--- config.mk ---
export PLATFORM = sky130hd
export DESIGN_NAME = tmr_timer8
export DESIGN_NICKNAME = d
export VERILOG_FILES = /design/src/tmr_pkg.sv /design/src/tmr_timer8.sv
export SDC_FILE = /design/constraint.sdc
export NUM_CORES = 1
export LEC_CHECK = 0
export BUFFER_PORTS_ARGS = -buffer_cell sky130_fd_sc_hd__buf_4
export CAP_MARGIN = 40
export CORE_MARGIN = 4
export CORE_UTILIZATION = 53
export CTS_CLUSTER_SIZE = 12
export DETAILED_ROUTE_END_ITERATION = 10
export PLACE_DENSITY = 0.78
export SLEW_MARGIN = 15
export SYNTH_ARGS = -nofsm -noshare
export SYNTH_HDL_FRONTEND = slang
export SYNTH_SLANG_ARGS = --single-unit
export TNS_END_PERCENT = 1
--- constraint.sdc ---
create_clock -name hclk -period 2.8 [get_ports hclk]
set_clock_uncertainty 0.05 [all_clocks]
set_input_delay 0.14 -clock hclk [delete_from_list [all_inputs] [get_ports hclk]]
set_output_delay 0.14 -clock hclk [all_outputs]
set_load 0.02 [all_outputs]
--- src/tmr_pkg.sv ---
// Package with register map, field layout, modes and state type of the 8-bit timer.
package tmr_pkg;

	// Register byte offsets on the bus.
	localparam logic [7:0] TMR_OFS_CTRL  = 8'h00;
	localparam logic [7:0] TMR_OFS_COUNT = 8'h04;
	localparam logic [7:0] TMR_OFS_COMP  = 8'h08;
	localparam logic [7:0] TMR_OFS_ASYNC = 8'h0C;
	localparam logic [7:0] TMR_OFS_FLAG  = 8'h10;
	localparam logic [7:0] TMR_OFS_MASK  = 8'h14;

	// Field positions in the timer control register.
	localparam int TMR_CTRL_FOC    = 7;
	localparam int TMR_CTRL_WGM_LO = 6;
	localparam int TMR_CTRL_COM_HI = 5;
	localparam int TMR_CTRL_COM_LO = 4;
	localparam int TMR_CTRL_WGM_HI = 3;
	localparam int TMR_CTRL_CS_HI  = 2;
	// Field positions in the async status, flag and mask registers.
	localparam int TMR_ASYNC_SEL   = 3;
	localparam int TMR_FLAG_COMP   = 7;
	localparam int TMR_FLAG_OVF    = 6;

	// Counter extremes.
	localparam logic [7:0] TMR_BOTTOM = 8'h00;
	localparam logic [7:0] TMR_MAX    = 8'hFF;

	// Reset values.
	localparam logic [7:0] TMR_RST_BYTE = 8'h00;
	localparam logic [9:0] TMR_RST_PRE  = 10'h000;

	// Prescaler masks per clock select code 1..7: divide by 1, 8, 32, 64, 128, 256, 1024.
	localparam logic [9:0] TMR_PRE_MASK [8] = '{10'h000, 10'h000, 10'h007, 10'h01F,
		10'h03F, 10'h07F, 10'h0FF, 10'h3FF};

	typedef enum logic [1:0] {
		TMR_NORMAL = 2'b00,
		TMR_PHASE  = 2'b01,
		TMR_CTC    = 2'b10,
		TMR_FAST   = 2'b11
	} tmr_mode_type;

	// Pending data phase of an accepted bus transfer.
	typedef struct packed {
		logic       sel;
		logic       wr;
		logic [7:0] ofs;
	} tmr_bus_type;

	typedef struct packed {
		tmr_bus_type  bus;
		logic [31:0]  rdata;
		tmr_mode_type mode;
		logic [1:0]   com;
		logic [2:0]   cs;
		logic         async_sel;
		logic [7:0]   cnt;
		logic [7:0]   ocr;
		logic [7:0]   ocr_buf;
		logic         down;
		logic         block;
		logic         ocf;
		logic         tov;
		logic         ocie;
		logic         toie;
		logic         oc;
		logic         osc_q;
		logic [9:0]   pre;
		logic         comp_irq;
		logic         ovf_irq;
	} tmr_state_type;

endpackage

--- src/tmr_timer8.sv ---
// Top module of the 8-bit timer/counter with one compare unit and an AHB-Lite slave.
// Function
// - Counter and compare value are 8-bit registers.
// - Async select switches timer clock to oscillator.
// - Clock select zero stops the counter.
// - Counter readable and writable without timer clock.
// - CPU counter write beats count or clear.
// - Each tick clears, increments or decrements.
// - Bottom at zero, maximum at 255.
// - Top is 255 or compare value.
// - Wave-mode bits choose counting sequence.
// - Overflow flag per mode, can request interrupt.
// - Match sets compare flag on next tick.
// - Enabled compare flag raises interrupt request.
// - Compare flag clears on service or one.
// - Waveform from match, modes, top and bottom.
// - Compare value double buffered only in PWM.
// - Buffer transfers only at top or bottom.
// - CPU reaches buffer or active compare register.
// - Force strobe forces match in non-PWM modes.
// - Forced match moves output, not flag or counter.
// - Counter write blocks match on next tick.
// - Flags and masks in shared registers.
// - Normal mode wraps, overflow when reaching zero.
// - Clear-on-match mode clears counter on match.
// - Output mode zero leaves output alone.
`timescale 1ns/100ps
module tmr_timer8
	import tmr_pkg::*;
(
	// Clock and reset.
	input  wire logic        hclk,
	input  wire logic        hresetn,
	// AHB-Lite slave.
	input  wire logic        hsel,
	input  wire logic [31:0] haddr,
	input  wire logic [1:0]  htrans,
	input  wire logic        hwrite,
	input  wire logic [2:0]  hsize,
	input  wire logic [31:0] hwdata,
	input  wire logic        hready,
	output logic      [31:0] hrdata,
	output logic             hreadyout,
	output logic             hresp,
	// Oscillator input, taken as synchronous to hclk.
	input  wire logic        osc_pin_one,
	// Interrupt service acknowledges.
	input  wire logic        comp_irq_ack,
	input  wire logic        ovf_irq_ack,
	// Interrupt requests and compare output.
	output logic             comp_irq,
	output logic             ovf_irq,
	output logic             compare_output
);

	tmr_state_type s;
	tmr_state_type n;

	logic       wr_en;
	logic       wr_ctrl;
	logic       wr_cnt;
	logic       wr_comp;
	logic       pwm;
	logic       tick;
	logic       match;
	logic [7:0] wbyte;

	assign wbyte   = hwdata[7:0];
	assign wr_en   = s.bus.sel && s.bus.wr;
	assign wr_ctrl = wr_en && (s.bus.ofs == TMR_OFS_CTRL);
	assign wr_cnt  = wr_en && (s.bus.ofs == TMR_OFS_COUNT);
	assign wr_comp = wr_en && (s.bus.ofs == TMR_OFS_COMP);
	assign pwm     = (s.mode == TMR_PHASE) || (s.mode == TMR_FAST);
	// The oscillator steps the prescaler on its rising edge; else every hclk does.
	assign tick    = (s.cs != 3'h0) && (!s.async_sel || (osc_pin_one && !s.osc_q)) &&
		((s.pre & TMR_PRE_MASK[s.cs]) == TMR_PRE_MASK[s.cs]);
	assign match   = (s.cnt == s.ocr) && !s.block;

	assign hrdata         = s.rdata;
	assign hreadyout      = 1'b1;
	assign hresp          = 1'b0;
	assign comp_irq       = s.comp_irq;
	assign ovf_irq        = s.ovf_irq;
	assign compare_output = s.oc;

	always_comb begin
		n = s;
		n.osc_q = osc_pin_one;
		n.rdata = 32'h0000_0000;
		if (s.cs != 3'h0 && (!s.async_sel || (osc_pin_one && !s.osc_q))) begin
			n.pre = s.pre + 10'h001;
		end
		// Address phase: latch the transfer and prepare read data for its data phase.
		n.bus.sel = hsel && htrans[1] && hready;
		n.bus.wr  = hwrite;
		n.bus.ofs = haddr[7:0];
		if (hsel && htrans[1] && hready && !hwrite) begin
			unique case (haddr[7:0])
				TMR_OFS_CTRL:  n.rdata[7:0] = {1'b0, s.mode[0], s.com, s.mode[1], s.cs};
				TMR_OFS_COUNT: n.rdata[7:0] = s.cnt;
				TMR_OFS_COMP:  n.rdata[7:0] = pwm ? s.ocr_buf : s.ocr;
				TMR_OFS_ASYNC: n.rdata[TMR_ASYNC_SEL] = s.async_sel;
				TMR_OFS_FLAG:  n.rdata[7:6] = {s.ocf, s.tov};
				TMR_OFS_MASK:  n.rdata[7:6] = {s.ocie, s.toie};
				default:       n.rdata = 32'h0000_0000;
			endcase
		end
		// Clears come first so that a flag set in the same cycle wins.
		if (comp_irq_ack) begin
			n.ocf = 1'b0;
		end
		if (ovf_irq_ack) begin
			n.tov = 1'b0;
		end
		if (wr_en && s.bus.ofs == TMR_OFS_FLAG) begin
			if (wbyte[TMR_FLAG_COMP]) begin
				n.ocf = 1'b0;
			end
			if (wbyte[TMR_FLAG_OVF]) begin
				n.tov = 1'b0;
			end
		end
		if (tick) begin
			n.block = 1'b0;
			if (match) begin
				n.ocf = 1'b1;
				if (s.com != 2'b00) begin
					unique case (s.mode)
						TMR_NORMAL, TMR_CTC: n.oc = (s.com == 2'b01) ? !s.oc : s.com[0];
						TMR_FAST:            n.oc = (s.com == 2'b01) ? s.oc : s.com[0];
						TMR_PHASE:           n.oc = (s.com == 2'b01) ? s.oc :
							(s.com[0] ^ s.down);
					endcase
				end
			end
			unique case (s.mode)
				TMR_NORMAL: begin
					n.cnt = s.cnt + 8'h01;
					n.tov = n.tov || (s.cnt == TMR_MAX);
				end
				TMR_CTC: begin
					n.cnt = match ? TMR_BOTTOM : s.cnt + 8'h01;
					n.tov = n.tov || (s.cnt == TMR_MAX && !match);
				end
				TMR_FAST: begin
					n.cnt = s.cnt + 8'h01;
					if (s.cnt == TMR_MAX) begin
						n.tov = 1'b1;
						n.ocr = s.ocr_buf;
						if (s.com[1]) begin
							n.oc = !s.com[0];
						end
					end
				end
				TMR_PHASE: begin
					if (!s.down) begin
						if (s.cnt == TMR_MAX) begin
							n.down = 1'b1;
							n.cnt  = s.cnt - 8'h01;
							n.ocr  = s.ocr_buf;
						end else begin
							n.cnt = s.cnt + 8'h01;
						end
					end else begin
						if (s.cnt == TMR_BOTTOM) begin
							n.down = 1'b0;
							n.tov  = 1'b1;
							n.cnt  = s.cnt + 8'h01;
						end else begin
							n.cnt = s.cnt - 8'h01;
						end
					end
				end
			endcase
		end
		// Register writes come last so that they override any counting.
		if (wr_ctrl) begin
			n.mode = tmr_mode_type'({wbyte[TMR_CTRL_WGM_HI], wbyte[TMR_CTRL_WGM_LO]});
			n.com  = wbyte[TMR_CTRL_COM_HI:TMR_CTRL_COM_LO];
			n.cs   = wbyte[TMR_CTRL_CS_HI:0];
			// The strobe acts with the old modes; it never touches flag or counter.
			if (wbyte[TMR_CTRL_FOC] && !pwm && s.com != 2'b00) begin
				n.oc = (s.com == 2'b01) ? !s.oc : s.com[0];
			end
		end
		if (wr_cnt) begin
			n.cnt   = wbyte;
			n.block = 1'b1;
		end
		if (wr_comp) begin
			n.ocr_buf = wbyte;
			if (!pwm) begin
				n.ocr = wbyte;
			end
		end
		if (wr_en && s.bus.ofs == TMR_OFS_ASYNC) begin
			n.async_sel = wbyte[TMR_ASYNC_SEL];
		end
		if (wr_en && s.bus.ofs == TMR_OFS_MASK) begin
			n.ocie = wbyte[TMR_FLAG_COMP];
			n.toie = wbyte[TMR_FLAG_OVF];
		end
		n.comp_irq = n.ocf && n.ocie;
		n.ovf_irq  = n.tov && n.toie;
	end

	always_ff @(posedge hclk or negedge hresetn) begin
		if (!hresetn) begin
			s           <= '0;
			s.mode      <= TMR_NORMAL;
			s.cnt       <= TMR_RST_BYTE;
			s.ocr       <= TMR_RST_BYTE;
			s.ocr_buf   <= TMR_RST_BYTE;
			s.pre       <= TMR_RST_PRE;
		end else begin
			s <= n;
		end
	end
endmodule

# Word level (Yosys, flattened, before mapping)
# Memory sizes are Yosys's and may differ from the RTL's.
# Index checks and enable logic that the tools add are counted.
[word_totals] memories=1 rom_bits=80 wordCells=136 latch_bits=0 mem_bits_rw=0 output_inout_bits=37 register_bits=94 inputBits=77
[classes] n_reduce_logical=41 eq_ne=17 n_mux=48 shifts=0 n_lt_le_gt_ge=1 div=0 n_bitwise=3 mul=0 add_sub_neg=3
[mem_list] memory="(no name shown)" depth=8 width=10 rd=1 rd_clocked_by_memory_dff=0 wr=0 line_no="tmr_timer8.sv:76" rtl="((s.pre & TMR_PRE_MASK[s.cs]) == TMR_PRE_MASK[s.cs]);"
[ops] operator="8-bit two-way mux" count=10
[ops] operator="8-bit by 4-bit == test with 1-bit output, second input constant" count=4
[ops] operator="8-bit by 5-bit == test with 1-bit output, second input constant" count=4
[ops] operator="16-bit two-way mux" count=2
[ops] operator="8-bit logical NOT" count=3
[ops] operator="8-bit one-hot mux with 3 select lines" count=1
[ops] operator="1-bit two-way mux" count=23
[ops] operator="10-bit two-way mux" count=2
[ops] operator="1-bit logical AND" count=19
[ops] operator="8-bit by 3-bit == test with 1-bit output, second input constant" count=2
[ops] operator="8-bit one-hot mux with 2 select lines" count=1
[ops] operator="10-bit by 1-bit adder with 10-bit output, second input constant" count=1
[ops] operator="10-bit AND" count=1
[ops] operator="10-bit == test" count=1
[ops] operator="2-bit one-hot mux with 5 select lines" count=1
[ops] operator="3-bit one-hot mux with 3 select lines" count=1
[ops] operator="8-bit by 1-bit adder with 8-bit output, second input constant" count=1
[ops] operator="8-bit == test" count=1
[ops] operator="8-bit == test, second input constant" count=1
[ops] operator="1-bit logical NOT" count=8
[ops] operator="1-bit one-hot mux with 4 select lines" count=2
[ops] operator="8-bit by 1-bit subtractor with 8-bit output, second input constant" count=1
[ops] operator="2-bit one-hot mux with 3 select lines" count=1
[ops] operator="2-bit by 1-bit == test with 1-bit output, second input constant" count=2
[ops] operator="other kinds (13)" count=20

# Depth between registers and ports, before layout
[depth] word_depth=11 mapped_depth=10 ltp_nobuf=8

# Worst setup path before layout
# OpenSTA, ideal clock, no wires.
[synth_path] kind="reg2reg" startpoint="register s[36] (netlist name)" endpoint="register s[40] (netlist name)" period_less_slack_ns=2.435 path_slack_ns=0.365 arrival_time_ns=2.262 n_path_buf=1 required_ns=2.627 setup_time_ns=0.123 path_stages_with_launch=10 path_cell_list="dfrtp_1 > clkbuf_1 > inv_1 > ha_1 > or4b_4 > o41ai_4 > a221oi_1 > a211o_1 > a221oi_2 > nor2_1"
[synth_between] elab_chain_cells=6 elab_cells_between_ends=13 classes_between="add/sub: 2; eq/ne: 2; mux: 7; reduce/logical: 2"
[synth_lines] item="from (decl)" line_no="tmr_timer8.sv:56" rtl="tmr_state_type s;"
[synth_lines] item="from (signal assigned)" line_no="tmr_timer8.sv:216" rtl="s <= n;"
[synth_lines] item="8-bit by 1-bit adder with 8-bit output (tied with other cells)"
[synth_lines] item="8-bit two-way mux (tied with other cells)" line_no="tmr_timer8.sv:157" rtl="if (s.cnt == TMR_MAX) begin"
[synth_lines] item="8-bit two-way mux, on equally long branches" line_no="tmr_timer8.sv:156, tmr_timer8.sv:142"
[synth_lines] item="8-bit one-hot mux with 3 select lines *" line_no="tmr_timer8.sv:136" rtl="unique case (s.mode)"
[synth_lines] item="16-bit two-way mux *" line_no="tmr_timer8.sv:123" rtl="if (tick) begin"
[synth_lines] item="8-bit two-way mux *" line_no="tmr_timer8.sv:186" rtl="if (wr_cnt) begin"
# Mark *: on every way between the ends. The rest lies on a longest branch, timed or not. The select of a mux whose other input is x is not followed.
# A chain may end at the register's enable or synchronous reset.

# Final worst setup path
[layout_path] startpoint="register s[36] (netlist name)" endpoint="register s[38] (netlist name)"
# The elaborated chain is that of the path after synthesis.

==> flow_summary.toml <==
[yosys]
syn_area_um2 = 4320
yosys.area.top_type_share_pct = 40.6
synth.yosys.seq_area_share_pct = 40.6
synth.lib_cells_used.distinct = 60
synth_top_cells_by_area = "sky130_fd_sc_hd__dfrtp_1 (41%), sky130_fd_sc_hd__buf_4 (5.9%), sky130_fd_sc_hd__mux2_2 (5.2%)"
synth_edf_count = 0
yosysWarningCount = 0
fraction_of_registers_with_async_set_or_reset_after_synthesis_pct = 100
postSynthRegisterBits = 70
syn-mean-instance-area_um2 = 9.26
synth-main-ff-cell = "sky130_fd_sc_hd__dfrtp_1"
biggest_area_consumer_among_synthesized_cells = "sky130_fd_sc_hd__dfrtp_1"
synthesized_netlist_cell_count = 466

[sta]
timing.final.crit_period_ns = 2.52
timing_worst_slew_pin_value_ns = 0.824
max_freq_mhz = 397
timing.setup.tns_ns = 0
drv_slew = 0
timing.final.crit_share_pct = 90.0
worst_slew_margin_rel_pct = 44.7
finalSetupViolations = 0
hold_viol = 0
rsz0062_at_grt = "no"

[drt]
drt-total-wl_mm = 10.7
drt_drc_violations_left = 0
routed_via_density = 5.99
vias = 3695
avgRoutedWirePerCell_um = 17.4
drtPass1Iterations = 5
drtIter0Drc = 408
ant_nets = 0

[placed_design]
dp.final_hpwl_mm = 7.84
buffer_ports.inserted = 35
post-place-cells = 587
finalWeightedCongestion = 0.902

[final_layout]
layout-drive-gt1-share_pct = 18.6
area_growth_pct = 14.3
n_antenna_cell = 0
layout.nets = 594
finish.cell_count_without_fillers = 617

[clocking]
ctsResizeCount = 0
cts_tree = "built"
worst_setup_hold_path_clk_slew_ns = 0.07
cts_sinks = 70
cts_buffer_depth = 2
clock_tree.root_cell = "sky130_fd_sc_hd__clkbuf_8"
tritoncts.num_buffers = 9
worst_skew_pair.late_latency_ns = 0.35
cts_max_level = 3

[power_and_ir_drop]
power_density_nw_per_um2 = 602
p_leak_nw = 2.20
peakVddDrop_uv = 346

[global_route]
grt.overflow.total = 0
grt_usage_pct = 22.6
grt.busiest_layer = "met2"
grt_pass1_wl_mm = 17.5
first_global_vias = 3592
grt_start_max_net_pins = 51
met2_track_demand_over_resource_pct = 38.4
initial_antenna_violation_count = 0
global_route.usage.met1_pct = 29.2
grt_use_met3_pct = 5.21

[outcome]
run_status = "complete, no violations"

[floorplan]
design.die.area_um2 = 9650
number_of_standard_cell_rows_in_the_floorplan = 32
die_width_um = 98.2
initial_standard_cell_utilization_of_the_core_pct = 55.3
fp.coreArea_um2 = 7810
pin_count = 114
die-height_um = 98.2

[setup_path]
path_max_fanout = 8
critical_path.reg2reg.startpoint = "s[36]$_DFFE_PN0P_"
rr_endpoint = "s[38]$_DFFE_PN0P_"
critPathLaunchType = "register"
setup.worst_path.end_class = "register"
ff2ff_path_depth = 8
cp.arrival_ns = 2.70
worstPathRequired_ns = 2.98
reg2reg_slack_ns = 0.28
criticalPathCategory = "register to register"

[min_path]
cell_count_of_the_worst_hold_path = 2
hold-path-endpoint = "s[45]$_DFFE_PN0P_"
timing.hold.worst.start = "hwdata[0]"
min-delay-path-class = "input pin to register"

[flow_run]
max_cap_viol_count = 0
-- area by class of cell --
cell class	count	area, um2
multi-input combinational	351	2260
fill	639	2870
timing repair buffer	65	543
clock buffer	11	141
sequential	70	1750
tap	102	128
inverter	13	48.8
clock inverter	5	58.8
-- layout by cell type (no fill, tap or decap), drive strengths merged, types with 3 or more instances in the layout --
master / instances
xnor2: 7
a311oi: 3
dfrtp: 70
o22ai: 6
mux2i: 11
a221oi: 11
dlygate4sd3: 14
nand4: 9
nor3: 18
a21oi: 20
o21ai: 19
ha: 7
o31ai: 4
and2: 11
nand3: 15
and3: 7
or4: 3
nor4: 5
mux2: 20
conb: 26
nand2b: 15
nor2: 49
inv: 13
clkbuf: 11
buf: 51
nand3b: 3
xor2: 15
a31oi: 8
nand2: 26
-- registers in the layout, summed over array words and instances (netlist names) --
name            flops
compare_output      1
comp_irq            1
s                  59
hrdata              8
ovf_irq             1
-- how the worst max path moves through the flow --
stage,startpoint,to
finish,s[36]$_DFFE_PN0P_,s[38]$_DFFE_PN0P_
global route,s[36]$_DFFE_PN0P_,s[39]$_DFFE_PN0P_
CTS,s[36]$_DFFE_PN0P_,s[38]$_DFFE_PN0P_
detailed placement,s[36]$_DFFE_PN0P_,s[38]$_DFFE_PN0P_
global placement,s[36]$_DFFE_PN0P_,s[38]$_DFFE_PN0P_
floorplan,s[36]$_DFFE_PN0P_,s[40]$_DFFE_PN0P_
-- where the power goes --
group | internal (W) | switching (W)
clock | 0.000435 | 0.000382
combinational | 0.000366 | 0.000469
sequential | 0.00116 | 0.000162
total | 0.00196 | 0.00101
-- layer usage --
layer	vias up	wire length (um)	share of wire, %
met5	-	0	0
met4	0	208	1.9
met3	28	885	8.3
met2	176	5210	49
met1	1782	4410	41
li1	1709	-	-
-- per-stage QoR --
stage	util, %	total power [W]	instance area [um2]	hold slack, ns	setup slack (ns)
finish	63.2	0.00297	4930	0.0153	0.281
floorplan	-	0.00190	4410	-0.206	0.365
CTS	63.2	0.00297	4930	0.000168	0.314
global route	63.2	0.00313	4930	0.00530	0.168
detailed placement	58.8	0.00214	4590	-0.000808	0.322
global placement	58.5	0.00209	4570	0.206	0.345
-- cell usage after synthesis, types with 2 or more instances --
cell type and n:
sky130_fd_sc_hd__o211ai_1 2, sky130_fd_sc_hd__and3_1 7, sky130_fd_sc_hd__a221oi_1 10, sky130_fd_sc_hd__ha_1 7
sky130_fd_sc_hd__mux2_2 20, sky130_fd_sc_hd__xnor2_1 7, sky130_fd_sc_hd__and4_1 2, sky130_fd_sc_hd__a22o_1 2
sky130_fd_sc_hd__inv_1 13, sky130_fd_sc_hd__buf_4 34, sky130_fd_sc_hd__nor4_1 5, sky130_fd_sc_hd__and2_1 10
sky130_fd_sc_hd__xor2_1 15, sky130_fd_sc_hd__nand2_1 26, sky130_fd_sc_hd__a221o_1 2, sky130_fd_sc_hd__a21oi_1 19
sky130_fd_sc_hd__nand4_1 8, sky130_fd_sc_hd__o31ai_1 4, sky130_fd_sc_hd__mux2i_1 11, sky130_fd_sc_hd__a211oi_1 2
sky130_fd_sc_hd__clkbuf_1 14, sky130_fd_sc_hd__a31oi_1 8, sky130_fd_sc_hd__nor2b_1 2, sky130_fd_sc_hd__nand3_1 15
sky130_fd_sc_hd__o21ai_0 14, sky130_fd_sc_hd__or2_2 2, sky130_fd_sc_hd__conb_1 2, sky130_fd_sc_hd__nand2b_1 15
sky130_fd_sc_hd__or4_1 3, sky130_fd_sc_hd__dfrtp_1 70, sky130_fd_sc_hd__nor2_1 49, sky130_fd_sc_hd__o21a_1 2
sky130_fd_sc_hd__nor3_1 18, sky130_fd_sc_hd__nand3b_1 3, sky130_fd_sc_hd__buf_1 4, sky130_fd_sc_hd__o21ai_1 4
sky130_fd_sc_hd__a311oi_1 3, sky130_fd_sc_hd__o22ai_1 6, sky130_fd_sc_hd__buf_2 4, sky130_fd_sc_hd__o32ai_1 2
-- cell families after synthesis --
kind of cell,Yosys count,synth area share [%]
AO/OA/AOI/OAI,94,15.4
XOR/XNOR,22,4.47
adder cells (fa/ha/maj),7,2.03
buffers and inverters,69,9.07
flip-flops,70,40.6
multiplexers,32,8.29
other,2,0.174
AND/OR/NAND/NOR,170,20.0
-- worst max-delay path, stage by stage (launching register included) --
cell and delay [ns]:
sky130_fd_sc_hd__dfrtp_1 0.38, sky130_fd_sc_hd__inv_1 0.06, sky130_fd_sc_hd__ha_1 0.21, sky130_fd_sc_hd__or4b_4 0.52, sky130_fd_sc_hd__o41ai_4 0.35, sky130_fd_sc_hd__and2_1 0.37, sky130_fd_sc_hd__o311ai_0 0.16, sky130_fd_sc_hd__a31oi_1 0.23
sky130_fd_sc_hd__o21ai_1 0.08
-- repair_timing --
item	CTS	global route
buffers inserted	0	0
endpoints found under the setup margin	0	0
endpoints found under the hold margin	82	0
hold buffers	14	0
Power figures use the tool's default switching activity.
